`src/cssc_defs.vh`:
```
// constants for the common status command handler
// assumes inclusion by bare name from the design file
`ifndef CSSC_DEFS_VH
`define CSSC_DEFS_VH

// command codes presented on cmd_code
`define CSSC_CMD_CLS      4'h0
`define CSSC_CMD_ESE_SET  4'h1
`define CSSC_CMD_ESE_QRY  4'h2
`define CSSC_CMD_ESR_QRY  4'h3
`define CSSC_CMD_IDN_QRY  4'h4
`define CSSC_CMD_OPC      4'h5
`define CSSC_CMD_OPC_QRY  4'h6
`define CSSC_CMD_RST      4'h7
`define CSSC_CMD_SRE_SET  4'h8
`define CSSC_CMD_SRE_QRY  4'h9
`define CSSC_CMD_STB_QRY  4'ha
`define CSSC_CMD_TST_QRY  4'hb

// response kinds on out_kind
`define CSSC_KIND_NUM     2'h0
`define CSSC_KIND_CHAR    2'h1
`define CSSC_KIND_IDN     2'h2

// standard event status bit positions
`define CSSC_ESR_OPC      0
`define CSSC_ESR_EXE      4

// status byte bit positions
`define CSSC_STB_MAV      4
`define CSSC_STB_ESB      5
`define CSSC_STB_MSS      6

// parameter range for the mask set commands
`define CSSC_PARAM_MIN    16'sh0000
`define CSSC_PARAM_MAX    16'sh00ff

// ascii one for the completion query
`define CSSC_ASCII_ONE    16'h0031

// reset values of the registers
`define CSSC_RST_MASK     8'h00
`define CSSC_RST_ESR      8'h00

`endif

```
`src/cssc_handler.v`:
```
// common status and control command handler: status registers, masks,
// output slot, completion sync, reset and self-test sequencing
// assumes commands arrive parsed, one per valid/ready handshake
//
// Behaviour
// - clear-status clears status data and both completion idle states
// - clear-status right after a terminator also flushes output queue
// - event-enable set rounds 0..255 parameter and loads mask bits
// - out-of-range event-enable parameter raises an execution error
// - event-enable query returns mask as integer 0..255
// - event-status query returns register 0..255 and clears it
// - identification answers four fields: maker, model, serial, firmware
// - completion command sets completion event bit once ops finish
// - completion query queues ascii one once ops finish, event untouched
// - reset puts device functions known, macros default and disabled
// - reset keeps queue, enables, event registers, service enable
// - service-enable set loads 0..255 mask with bit 6 ignored
// - service-enable query returns mask with bit 6 reading zero
// - status-byte query returns byte with summary status in bit 6
// - self-test runs, queues result, then restores prior settings
// - self-test result is -32767..32767, zero meaning pass
`timescale 1ns/1ps
`default_nettype none
`include "cssc_defs.vh"

module cssc_handler #(
  parameter [15:0] MAKER_ID    = 16'h00a1, // arbitrary value
  parameter [15:0] MODEL_ID    = 16'h00b2, // arbitrary value
  parameter [15:0] SERIAL_ID   = 16'h00c3, // arbitrary value
  parameter [15:0] FIRMWARE_ID = 16'h00d4  // arbitrary value
) (
  // clock and reset
  input  wire        clk,
  input  wire        reset,
  // parsed command stream
  input  wire        cmd_valid,
  output wire        cmd_ready,
  input  wire [3:0]  cmd_code,
  input  wire [15:0] cmd_param,
  input  wire        cmd_param_half,
  input  wire        cmd_after_term,
  // output queue slot
  output reg         out_valid,
  input  wire        out_read,
  output reg  [15:0] out_data,
  output reg  [1:0]  out_kind,
  output reg         out_more,
  // device side status
  input  wire [7:0]  event_in,
  input  wire [7:0]  status_in,
  input  wire        ops_pending,
  // device reset and macros
  output reg         dev_reset_pulse,
  output reg         macro_enable,
  output reg         macro_default_pulse,
  // self-test link
  output reg         test_start,
  input  wire        test_done,
  input  wire [15:0] test_result,
  output reg         settings_save,
  output reg         settings_restore,
  // register views
  output wire [7:0]  event_enable_mask,
  output wire [7:0]  event_status_latch,
  output wire [7:0]  service_enable_mask,
  output wire [7:0]  summary_status_byte
);

  // sequencer states, one-hot
  localparam [2:0] ST_IDLE = 3'h1;
  localparam [2:0] ST_IDN  = 3'h2;
  localparam [2:0] ST_TST  = 3'h4;

  reg  [2:0]  state_q;
  reg  [2:0]  state_d;
  reg  [1:0]  idn_idx_q;
  reg  [7:0]  ese_q;
  reg  [7:0]  esr_q;
  reg  [7:0]  sre_q;
  reg         opc_armed_q;
  reg         opcq_armed_q;
  reg  [15:0] idn_field;
  wire        accept;
  wire        is_query;
  wire        param_bad;
  wire [15:0] param_round;
  wire [7:0]  stb_low;
  wire        mss;
  wire        ops_idle;

  // queries need an empty slot or one being read; plain commands skip the slot check
  assign is_query  = (cmd_code == `CSSC_CMD_ESE_QRY) ||
                     (cmd_code == `CSSC_CMD_ESR_QRY) ||
                     (cmd_code == `CSSC_CMD_IDN_QRY) ||
                     (cmd_code == `CSSC_CMD_SRE_QRY) ||
                     (cmd_code == `CSSC_CMD_STB_QRY) ||
                     (cmd_code == `CSSC_CMD_TST_QRY) ||
                     (cmd_code == `CSSC_CMD_OPC_QRY);
  // a waiting completion query holds off all but clear-status and reset,
  // so those two can still return it to idle
  assign cmd_ready = (state_q == ST_IDLE) &&
                     (!opcq_armed_q || cmd_code == `CSSC_CMD_CLS ||
                      cmd_code == `CSSC_CMD_RST) &&
                     (!is_query || !out_valid || out_read);
  assign accept    = cmd_valid && cmd_ready;
  assign ops_idle  = !ops_pending;

  // round half up, then range check on the signed value
  assign param_round = cmd_param + {15'h0000, cmd_param_half};
  assign param_bad   = cmd_param_half &&
                       ($signed(cmd_param) == $signed(`CSSC_PARAM_MAX)) ?
                       1'b1 :
                       (($signed(cmd_param) < $signed(`CSSC_PARAM_MIN)) ||
                        ($signed(cmd_param) > $signed(`CSSC_PARAM_MAX)));

  // status byte: bit 6 recomputed, never taken from the device inputs
  assign stb_low = {status_in[7], 1'b0, |(esr_q & ese_q), out_valid,
                    status_in[3:0]};
  assign mss     = |(stb_low & sre_q & 8'hbf);
  assign summary_status_byte = stb_low | {1'b0, mss, 6'h00};
  assign event_enable_mask   = ese_q;
  assign event_status_latch  = esr_q;
  assign service_enable_mask = sre_q;

  // identification field mux, maker first
  always @*
  begin
    case (idn_idx_q)
      2'h0:    idn_field = MAKER_ID;
      2'h1:    idn_field = MODEL_ID;
      2'h2:    idn_field = SERIAL_ID;
      default: idn_field = FIRMWARE_ID;
    endcase
  end

  // sequencer next state
  always @*
  begin
    state_d = state_q;
    case (state_q)
      ST_IDLE:
      begin
        if (accept && cmd_code == `CSSC_CMD_IDN_QRY)
          state_d = ST_IDN;
        else if (accept && cmd_code == `CSSC_CMD_TST_QRY)
          state_d = ST_TST;
      end
      ST_IDN:
      begin
        if ((!out_valid || out_read) && idn_idx_q == 2'h3)
          state_d = ST_IDLE;
      end
      ST_TST:
      begin
        if (test_done)
          state_d = ST_IDLE;
      end
      default: state_d = ST_IDLE;
    endcase
  end

  // state and identification index
  always @(posedge clk)
  begin
    if (reset)
    begin
      state_q   <= ST_IDLE;
      idn_idx_q <= 2'h0;
    end
    else
    begin
      state_q <= state_d;
      if (state_q == ST_IDN && (!out_valid || out_read))
        idn_idx_q <= idn_idx_q + 2'h1;
      else if (state_q != ST_IDN)
        idn_idx_q <= 2'h0;
    end
  end

  // enable masks; the reset command leaves both alone
  always @(posedge clk)
  begin
    if (reset)
    begin
      ese_q <= `CSSC_RST_MASK;
      sre_q <= `CSSC_RST_MASK;
    end
    else if (accept && !param_bad)
    begin
      if (cmd_code == `CSSC_CMD_ESE_SET)
        ese_q <= param_round[7:0];
      if (cmd_code == `CSSC_CMD_SRE_SET)
        sre_q <= param_round[7:0] & 8'hbf;
    end
  end

  // event status: new events and the error win over any clear
  always @(posedge clk)
  begin
    if (reset)
      esr_q <= `CSSC_RST_ESR;
    else
    begin
      if (accept && (cmd_code == `CSSC_CMD_CLS ||
                     cmd_code == `CSSC_CMD_ESR_QRY))
        esr_q <= event_in;
      else
        esr_q <= esr_q | event_in;
      if (accept && param_bad && (cmd_code == `CSSC_CMD_ESE_SET ||
                                  cmd_code == `CSSC_CMD_SRE_SET))
        esr_q[`CSSC_ESR_EXE] <= 1'b1;
      if (opc_armed_q && ops_idle)
        esr_q[`CSSC_ESR_OPC] <= 1'b1;
    end
  end

  // completion arming; clear-status and reset return both to idle
  always @(posedge clk)
  begin
    if (reset)
    begin
      opc_armed_q  <= 1'b0;
      opcq_armed_q <= 1'b0;
    end
    else if (accept && (cmd_code == `CSSC_CMD_CLS ||
                        cmd_code == `CSSC_CMD_RST))
    begin
      opc_armed_q  <= 1'b0;
      opcq_armed_q <= 1'b0;
    end
    else
    begin
      if (accept && cmd_code == `CSSC_CMD_OPC)
        opc_armed_q <= 1'b1;
      else if (opc_armed_q && ops_idle)
        opc_armed_q <= 1'b0;
      if (accept && cmd_code == `CSSC_CMD_OPC_QRY)
        opcq_armed_q <= 1'b1;
      else if (opcq_armed_q && ops_idle && (!out_valid || out_read))
        opcq_armed_q <= 1'b0;
    end
  end

  // output slot; a fresh response overwrites only a slot being read
  always @(posedge clk)
  begin
    if (reset)
    begin
      out_valid <= 1'b0;
      out_data  <= 16'h0000;
      out_kind  <= `CSSC_KIND_NUM;
      out_more  <= 1'b0;
    end
    else
    begin
      if (out_read)
        out_valid <= 1'b0;
      if (accept && cmd_code == `CSSC_CMD_CLS && cmd_after_term)
        out_valid <= 1'b0;
      if (accept)
      begin
        out_kind <= `CSSC_KIND_NUM;
        out_more <= 1'b0;
        case (cmd_code)
          `CSSC_CMD_ESE_QRY:
          begin
            out_valid <= 1'b1;
            out_data  <= {8'h00, ese_q};
          end
          `CSSC_CMD_ESR_QRY:
          begin
            out_valid <= 1'b1;
            out_data  <= {8'h00, esr_q};
          end
          `CSSC_CMD_SRE_QRY:
          begin
            out_valid <= 1'b1;
            out_data  <= {8'h00, sre_q & 8'hbf};
          end
          `CSSC_CMD_STB_QRY:
          begin
            out_valid <= 1'b1;
            out_data  <= {8'h00, summary_status_byte};
          end
          default:
          begin
            out_data <= out_data;
          end
        endcase
      end
      else if (state_q == ST_IDN && (!out_valid || out_read))
      begin
        out_valid <= 1'b1;
        out_data  <= idn_field;
        out_kind  <= `CSSC_KIND_IDN;
        out_more  <= (idn_idx_q != 2'h3);
      end
      else if (state_q == ST_TST && test_done)
      begin
        out_valid <= 1'b1;
        // clamp keeps -32768 out of the reported range
        out_data  <= (test_result == 16'h8000) ? 16'h8001 :
                     test_result;
        out_kind  <= `CSSC_KIND_NUM;
        out_more  <= 1'b0;
      end
      else if (opcq_armed_q && ops_idle && (!out_valid || out_read))
      begin
        out_valid <= 1'b1;
        out_data  <= `CSSC_ASCII_ONE;
        out_kind  <= `CSSC_KIND_CHAR;
        out_more  <= 1'b0;
      end
    end
  end

  // reset command, macro control and self-test strobes
  always @(posedge clk)
  begin
    if (reset)
    begin
      dev_reset_pulse     <= 1'b0;
      macro_default_pulse <= 1'b0;
      macro_enable        <= 1'b1;
      test_start          <= 1'b0;
      settings_save       <= 1'b0;
      settings_restore    <= 1'b0;
    end
    else
    begin
      dev_reset_pulse     <= accept && cmd_code == `CSSC_CMD_RST;
      macro_default_pulse <= accept && cmd_code == `CSSC_CMD_RST;
      if (accept && cmd_code == `CSSC_CMD_RST)
        macro_enable <= 1'b0;
      // settings saved before the test starts, restored once it ends
      settings_save    <= accept && cmd_code == `CSSC_CMD_TST_QRY;
      test_start       <= settings_save;
      settings_restore <= state_q == ST_TST && test_done;
    end
  end

endmodule
`default_nettype wire

```
`config.mk`:
```
export PLATFORM = sky130hd
export DESIGN_NAME = cssc_handler
export DESIGN_NICKNAME = d
export VERILOG_FILES = /design/src/cssc_handler.v
export VERILOG_INCLUDE_DIRS = /design/src
export SDC_FILE = /design/constraint.sdc
export NUM_CORES = 1
export LEC_CHECK = 0
export ABC_AREA = 0
export BUFFER_PORTS_ARGS = -buffer_cell sky130_fd_sc_hd__buf_2
export CAP_MARGIN = 20
export CORE_UTILIZATION = 53
export CTS_BUF_LIST = sky130_fd_sc_hd__clkbuf_8 sky130_fd_sc_hd__clkbuf_16
export DETAILED_ROUTE_END_ITERATION = 10
export PLACE_DENSITY = 0.88
export REMOVE_ABC_BUFFERS = 1
export SYNTH_ARGS = -nofsm -noshare
export SYNTH_HDL_FRONTEND = slang
export SYNTH_SLANG_ARGS = --single-unit
```
`constraint.sdc`:
```
create_clock -name clk -period 4.6 [get_ports clk]
set_input_delay 0.46 -clock clk [delete_from_list [all_inputs] [get_ports clk]]
set_output_delay 0.46 -clock clk [all_outputs]
set_load 0.02 [all_outputs]
```
# Word-level counts from Yosys, hierarchy flattened
# Cells that the tools add are included.
[word_totals] word_cells=143 inputBits=60 output_inout_bits=59 register_bits=55
[classes] magnitude_cmp=2 muxes=34 n_eq_ne=25 n_reduce_logical=59 n_bitwise=4 add_sub_neg=2
[ops] op="$mux W16" n=5
[ops] op="$pmux W16 S4" n=1
[ops] op="$logic_and A1 B1 Y1" n=22
[ops] op="$pmux W7 S3" n=1
[ops] op="$and A8 B8 Y8" n=2
[ops] op="$eq A16 B16 Y1 const B" n=1
[ops] op="$eq A16 B9 Y1 const B" n=1
[ops] op="$eq A4 B3 Y1 const B" n=4
[ops] op="$eq A4 B4 Y1 const B" n=4
[ops] op="$gt A16 B9 Y1 const B" n=1
[ops] op="$lt A16 B1 Y1 const B" n=1
[ops] op="$mux W1" n=16
[ops] op="$logic_or A1 B1 Y1" n=15
[ops] op="$mux W3" n=4
[ops] op="$mux W2" n=5
[ops] op="$pmux W3 S3" n=1
[ops] op="$add A8 B1 Y8" n=1
[ops] op="$eq A4 B2 Y1 const B" n=2
[ops] op="$mux W8" n=1
[ops] op="$or A8 B7 Y8" n=1
[ops] op="$or A8 B8 Y8" n=1
[ops] op="$reduce_or A4 Y1" n=2
[ops] op="$reduce_or A8 Y1" n=1
[ops] op="$reduce_or A7 Y1" n=1
[ops] op="20 further kinds" n=32

# Longest topological paths before layout
# Gate-level depths: netlist of run 1.
[depth] word_depth=19 ltp_mapped=9 ltp_nobuf=7

# Worst setup path after synthesis of run 1
# Ideal clock, no wire load.
[synth_timing] path_type="in2out" from="input port cmd_code[3]" to="output port cmd_ready" n_path_buf=1 path_slack_ns=2.047 required_ns=4.140 stages=4 t_arrival_ns=2.093 path_cell_list="buf_6 > or4_4 > a31oi_4 > nor4bb_1"
[synth_between] elab_chain_cells=11 word_cells_on_any_way=22 classes_between="eq/ne: 8; reduce/logical: 14"
[synth_lines] element="start: declaration" line="cssc_handler.v:38" text="input wire [3:0] cmd_code,"
[synth_lines] element="$eq A4 B2 Y1"
[synth_lines] element="$logic_or A1 B1 Y1 (6 in a row)" line="cssc_handler.v:92" text="assign is_query = (cmd_code == `CSSC_CMD_ESE_QRY) ||"
[synth_lines] element="$logic_not A1 Y1" line="cssc_handler.v:104" text="(!is_query || !out_valid || out_read);"
[synth_lines] element="$logic_or A1 B1 Y1 (2 in a row)" line="cssc_handler.v:104"
[synth_lines] element="$logic_and A1 B1 Y1 (*)" line="cssc_handler.v:101" text="assign cmd_ready = (state_q == ST_IDLE) &&"
[synth_lines] element="end: declaration" line="cssc_handler.v:37" text="output wire cmd_ready,"
# Mark *: on every way between the ends. The rest lies on a longest branch, timed or not.

# Final worst setup path of run 1
# Ends and elaborated chain as after synthesis.

==> flow_summary.yaml, run 1 <==
outcome:
  status: "finished, final reports clean"
clock_tree:
  cts_buffers: 5
  postCtsHoldBufs: 0
  cts_tree: "built"
  cts_resized: 0
  htreeDepth: 2
  cts_root_buf: "clkbuf_8"
  clkSinkCount: 55
  clock_path_buffers: 2
  clock_latency_ns: 0.32
  post_cts_buffers: 0
  path_clk_slew_ns: 0.09
floorplan:
  start_util_pct: 56.3
  die_area_mm2: 0.00631
  die_h_um: 79.4
  rows: 27
  ios: 119
  core_area_mm2: 0.00564
  die_x_um: 79.4
logic_synthesis:
  synth_largest_area_cell: "dfxtp_1"
  synth_cells: 356
  netlist_area_mm2: 0.00318
  synth_top_family_by_area: "simple AND/OR/NAND/NOR gates"
  synth-edff-count: 0
  ys.flop_type: "dfxtp_1"
  yosysTopAreaCellShare_pct: 34.6
  synth.avg_cell_area_um2: 8.93
  yosys.area_share.adder_pct: 2.36
  synth_async_sr_flop_share_pct: 0
  synth_commonest_cells: "dfxtp_1 (55), nor2_1 (32), nand2_1 (30)"
  synth_seq_cells: 55
  synth_xor_area_share_pct: 2.48
  synth.area.mux_share_pct: 6.06
  yosysUniqueCellTypes: 68
  synth_compound_area_share_pct: 23.5
  yosys-top-cells-area: "dfxtp_1 (35%), mux2i_1 (4.4%), nor2_1 (3.8%)"
  yosysWarnings: 0
  synth.most_common_cell: "dfxtp_1"
  yosys.area_share.simple_pct: 23.7
  ys_seq_area_share_pct: 34.6
power:
  power_uw: 970
  p_int_uw: 670
  switching_share_pct: 30.9
  power_frac_seq_pct: 52.2
  leakagePower_uw: 0.00170
  vdd_ir_drop_max_uv: 167
  clkPwrFrac_pct: 27.9
  comb_power_share_pct: 19.9
  powerDensity_mw_per_mm2: 259
  switchingPower_uw: 300
routing:
  wl_um: 8810
  drt_first_pass_iters: 5
  antenna_left: 0
  drt_first_iter_violations: 291
  num_vias: 3190
  via_per_inst: 6.13
  avgRoutedWirePerCell_um: 16.9
  drc: 0
sta:
  worst_pin_slew_ns: 0.971
  period_share_pct: 56.7
  finClkSkew_ns: 0.0103
  tns_ns: 0
  rsz0062_at_grt: "no"
  slew_headroom_pct: 34.9
  fin_crit_ns: 2.61
  hold_slack_ns: 0.356
  hold_viol_final: 0
  final-setup-viol-count: 0
  fmax_ghz: 0.383
  drv_slew: 0
cells_and_area:
  antennaDiodeCount: 0
  layout-drive-gt1-share_pct: 31.9
  nets: 513
  fin_util_pct: 66.2
  synthToLayoutAreaGrowth_pct: 17.6
grt:
  grt_usage_pct: 28.5
  grt_pass1_wl_um: 14000
  antenna_found_initial: 0
  overflow: 0
  grt_max_degree: 36
  grt_pass1_vias: 2941
placed_design:
  numPortBuffers: 114
  dpl.hpwl_um: 6690
  gp_congestion: 0.917
critical_path:
  cp_max_fo: 18
  required_ns: 4.14
  cp_data_arrival_time_ns: 2.15
  critPathKind: "in -> out"
  cp-startpoint: "cmd_code[3]"
  cp-end-kind: "output port"
  startpoint_type: "input port"
  r2r_start: "out_valid"
run:
  cap_violations: 0
hold_path:
  min_from: "event_in[1]"
  hold_path_class: "in -> reg"
==> power by group through the flow <==
| stage | clock [uW] | combinational, uW | sequential (uW) |
|---|---|---|---|
| global placement | 0 | 185 | 516 |
| detailed placement | 0 | 190 | 517 |
| floorplan | 0 | 89.6 | 531 |
| global route | 291 | 209 | 508 |
| CTS | 274 | 191 | 506 |
| finish | 271 | 193 | 506 |
==> final cells by class <==
cell class,instances,area [um^2]
well taps,72,90.1
multi-input cells,261,1850
clock buffers,5,68.8
repair buffers,114,571
fillers,471,1900
inverters,10,37.5
clock inverters,3,18.8
flip-flops and latches,55,1100
==> cell families (layout without fill, tap and decap cells) <==
family	count (synthesis)	in the layout
buffers and inverters	40	132
adder cells (fa/ha/maj)	6	6
multiplexers	18	18
AO/OA/AOI/OAI	92	92
other	1	1
XOR/XNOR	9	9
AND/OR/NAND/NOR	135	135
flip-flops	55	55
==> cells in the final DEF (no fill, tap or decap), types with 3 or more instances in the layout <==
cell type,instances
a222oi_1,5
nand3_1,6
xnor2_1,6
nor2b_1,11
nand2_1,30
nor2_1,32
and4_1,3
nand3b_1,4
ha_1,6
clkbuf_8,5
buf_2,114
nor3_1,11
a32o_1,8
nand2b_1,4
a31oi_1,3
a21oi_1,20
a2111oi_2,4
xor2_1,3
inv_1,9
a22oi_1,8
dfxtp_1,55
and3_1,4
a221o_1,3
mux2i_1,14
o21ai_0,6
o32ai_1,4
nand4_1,4
nor4_1,5
a22o_1,5
==> metrics by stage <==
stage | worst slack, ns | cell area, um^2 | instances
floorplan | 2.16 | 2990 | 326
global placement | 2.01 | 3650 | 512
detailed placement | 1.97 | 3650 | 512
CTS | 2.05 | 3740 | 520
global route | 1.99 | 3740 | 520
finish | 1.99 | 3740 | 520
==> path summary, 6_finish.rpt <==
kind / end / slack, ns / depth (start not counted)
setup / recovery: cmd_ready / 1.99 / 5
hold / removal: event_status_latch[1] / 0.36 / 3
setup reg to reg: out_data[4] / 2.19 / 5
hold reg to reg: macro_enable / 0.45 / 1
==> critical path: stages <==
cell and delay, ns:
buf_2 0.20, or4_4 0.58, a31oi_4 0.25, nor4bb_1 0.42, buf_2 0.24
==> state kept, by name, summed over array words and instances (netlist names) <==
register             flops
event_enable_mask        8
event_status_latch       8
idn_idx_q                2
macro_default_pulse      1
macro_enable             1
opc_armed_q              1
opcq_armed_q             1
out_data                16
out_kind                 2
out_more                 1
out_valid                1
service_enable_mask      7
settings_restore         1
settings_save            1
state_q                  3
test_start               1
==> per-layer routing <==
layer,routed length [um],up-vias,track usage (%)
met2,4300,173,49.8
met4,256,0,11.5
li1,-,1509,-
met1,3600,1485,34.8
met3,642,23,4.34
met5,0,-,0
No activity file was read; power rests on OpenSTA's default activity.
==> run 2, diff against run 1 <==
Settings changed: ABC_AREA 0 to 1, CORE_UTILIZATION 53 to 45, PLACE_DENSITY 0.88 to 0.79.
Clock period 4.6 ns to 2.21 ns, I/O delays scaled along.
==> run 2 against run 1 <==
  * Die area up 22%
  * Cell count up 36%
  * Count of clock-buffer cells in the layout up 1
  * Sequential cell count unchanged
  * Final area up 7.3%
  * Clock skew down 0.0011 ns
==> flow_summary.yaml, run 2 <==
outcome:
  status: "finished, final reports clean"
clock_tree:
  htreeDepth: 2
  cts_tree: "built"
  clock_latency_ns: 0.32
  path_clk_slew_ns: 0.10
  post_cts_buffers: 0
  cts_root_buf: "clkbuf_8"
  cts_buffers: 5
  cts_resized: 0
  postCtsHoldBufs: 0
  clock_path_buffers: 2
  clkSinkCount: 55
logic_synthesis:
  synth_seq_cells: 55
  synth_largest_area_cell: "dfxtp_1"
  synth.avg_cell_area_um2: 6.55
  synth_cells: 503
  synth.most_common_cell: "nand2_1"
  synth_compound_area_share_pct: 6.57
  netlist_area_mm2: 0.00330
  yosysUniqueCellTypes: 38
  yosysTopAreaCellShare_pct: 33.4
  yosys-top-cells-area: "dfxtp_1 (33%), nand2_1 (14%), nor2_1 (12%)"
  ys.flop_type: "dfxtp_1"
  yosysWarnings: 0
  synth_commonest_cells: "nand2_1 (124), nor2_1 (102), dfxtp_1 (55)"
  yosys.area_share.simple_pct: 45.8
  yosys.area_share.adder_pct: 2.28
  synth_async_sr_flop_share_pct: 0
  ys_seq_area_share_pct: 33.4
  synth_xor_area_share_pct: 1.59
  synth-edff-count: 0
  synth_top_family_by_area: "simple AND/OR/NAND/NOR gates"
  synth.area.mux_share_pct: 0
routing:
  drt_first_iter_violations: 174
  avgRoutedWirePerCell_um: 12.3
  antenna_left: 0
  via_per_inst: 5.00
  drt_first_pass_iters: 4
  highest_layer: "met4"
  wl_met3_um: 480
  drc: 0
  met2_length_um: 4210
  num_vias: 3545
  met1_length_um: 3970
  wl_um: 8750
hold_path:
  holdPathEnd: "event_status_latch[6]"
  hold_path_class: "in -> reg"
  hold_depth: 3
  min_from: "event_in[6]"
power:
  switching_share_pct: 30.7
  vdd_ir_drop_max_uv: 237
  p_int_uw: 1440
  switchingPower_uw: 639
  comb_power_share_pct: 20.3
  clkPwrFrac_pct: 29.0
  powerDensity_mw_per_mm2: 519
  power_frac_seq_pct: 50.7
  power_uw: 2080
  leakagePower_uw: 0.00211
grt:
  grt_usage_pct: 23.6
  grt_pass1_wl_um: 14300
  grt_pass1_vias: 3235
  grt_max_degree: 21
  antenna_found_initial: 0
  overflow: 0
floorplan:
  die_h_um: 87.6
  rows: 30
  core_area_mm2: 0.00694
  die_area_mm2: 0.00767
  start_util_pct: 47.5
  die_x_um: 87.6
  ios: 119
sta:
  drv_slew: 0
  worst_pin_slew_ns: 0.521
  slew_headroom_pct: 65.2
  period_share_pct: 83.5
  hold_viol_final: 0
  fmax_ghz: 0.542
  rsz0062_at_grt: "no"
  tns_ns: 0
  final-setup-viol-count: 0
  fin_crit_ns: 1.85
  finClkSkew_ns: 0.00925
cells_and_area:
  layout.cells.most_common: "nand2_1"
  top_register: "out_data"
  num-fill-cells: 699
  antennaDiodeCount: 0
  layout-drive-gt1-share_pct: 27.2
  synthToLayoutAreaGrowth_pct: 21.6
  most-common-layout-cells: "nand2_1 (124), buf_2 (114), nor2_1 (102)"
  nets: 678
  largest_reg_flops: 16
critical_path:
  cp_max_fo: 17
  r2r_cells: 10
  cp_num_buf_inv: 3
  r2r_start: "state_q[2]"
  path_common_cell: "nor2_1"
  cp_slowest_cell: "dfxtp_1"
  slowest_delay_ns: 0.35
  cp-end-kind: "flop"
  crit_path_cell_trace: "nor3_1 > inv_1 > nor2_1 > inv_1 > nand3_1 > nand2_4 > nand2_4 > inv_4 > nor2_1 > nor2_1"
  r2r-end: "out_data[0]"
  critPathKind: "reg -> reg"
  startpoint_type: "flop"
  required_ns: 2.43
  r2r_slack_ns: 0.36
  cp_data_arrival_time_ns: 2.06
  cp_top_family: "simple AND/OR/NAND/NOR gates"
run:
  cap_violations: 0
placed_design:
  numPortBuffers: 114
  dpl.hpwl_um: 6940
  gp_congestion: 0.913
-- run 2: changes by cell type in the layout (fill, tap and decap cells not counted), sizes merged, moves of 9 or more --
cell    before  now
buf        114  123
inv         10   51
mux2i       14    0
nand2       31  133
nand3        7   37
nand3b       4   18
nor2        32  117
nor2b       11    0
-- run 2: cells by family (layout without fill, tap and decap cells) --
kind of cell	count (synthesis)	count (layout)
AO/OA/AOI/OAI	40	40
XOR/XNOR	6	6
adder cells (fa/ha/maj)	6	6
buffers and inverters	72	182
flip-flops	55	55
other	1	1
AND/OR/NAND/NOR	323	323
-- run 2: how the worst max path moves through the flow --
stage / startpoint / to / cells after the start
detailed placement: cmd_code[3] / out_data[0] / 12
CTS: state_q[2] / out_data[0] / 10
global route: state_q[2] / out_data[6] / 10
global placement: cmd_code[3] / out_data[0] / 12
floorplan: out_valid / out_data[0] / 10
finish: state_q[2] / out_data[0] / 10
-- run 2: through the flow --
step	util, %	instances	area [um^2]	hold slack (ns)	worst slack, ns
floorplan	-	482	3150	0.283	0.308
global placement	56.3	701	3910	0.412	0.313
detailed placement	56.3	701	3910	0.427	0.254
CTS	57.7	709	4010	0.0982	0.362
global route	57.7	709	4010	0.112	0.108
finish	57.7	709	4010	0.108	0.364
-- run 2: layout make-up --
class                           instances  area (um^2)  area share, %
Sequential cell                        55         1100           27.5
Multi-Input combinational cell        376         1860           46.3
Clock inverter                          2         16.3          0.406
Timing Repair Buffer                  123          638           15.9
Clock buffer                            6         82.6           2.06
Inverter                               51          194           4.84
Tap cell                               96          120           3.00
-- run 2: metal layers --
layer	vias to the layer above	global-route usage [%]
li1	1798	-
met1	1604	29.4
met2	131	41.8
met3	12	4.05
met4	0	6.41
met5	-	0
-- run 2: worst register-to-register path, delay by kind of cell (launching register included) --
family,cells,cell delay (ns)
DFF,1,0.35
and+or+nand+nor,7,1.12
buffers and inverters,3,0.28
-- run 2: power groups by stage --
stage	clock, uW	combinational [uW]	sequential [uW]
6_report	603	422	1060
5_1_grt	654	470	1060
2_1_floorplan	0	200	1120
3_5_place_dp	0	420	1080
4_1_cts	611	423	1060
3_3_place_gp	0	412	1080
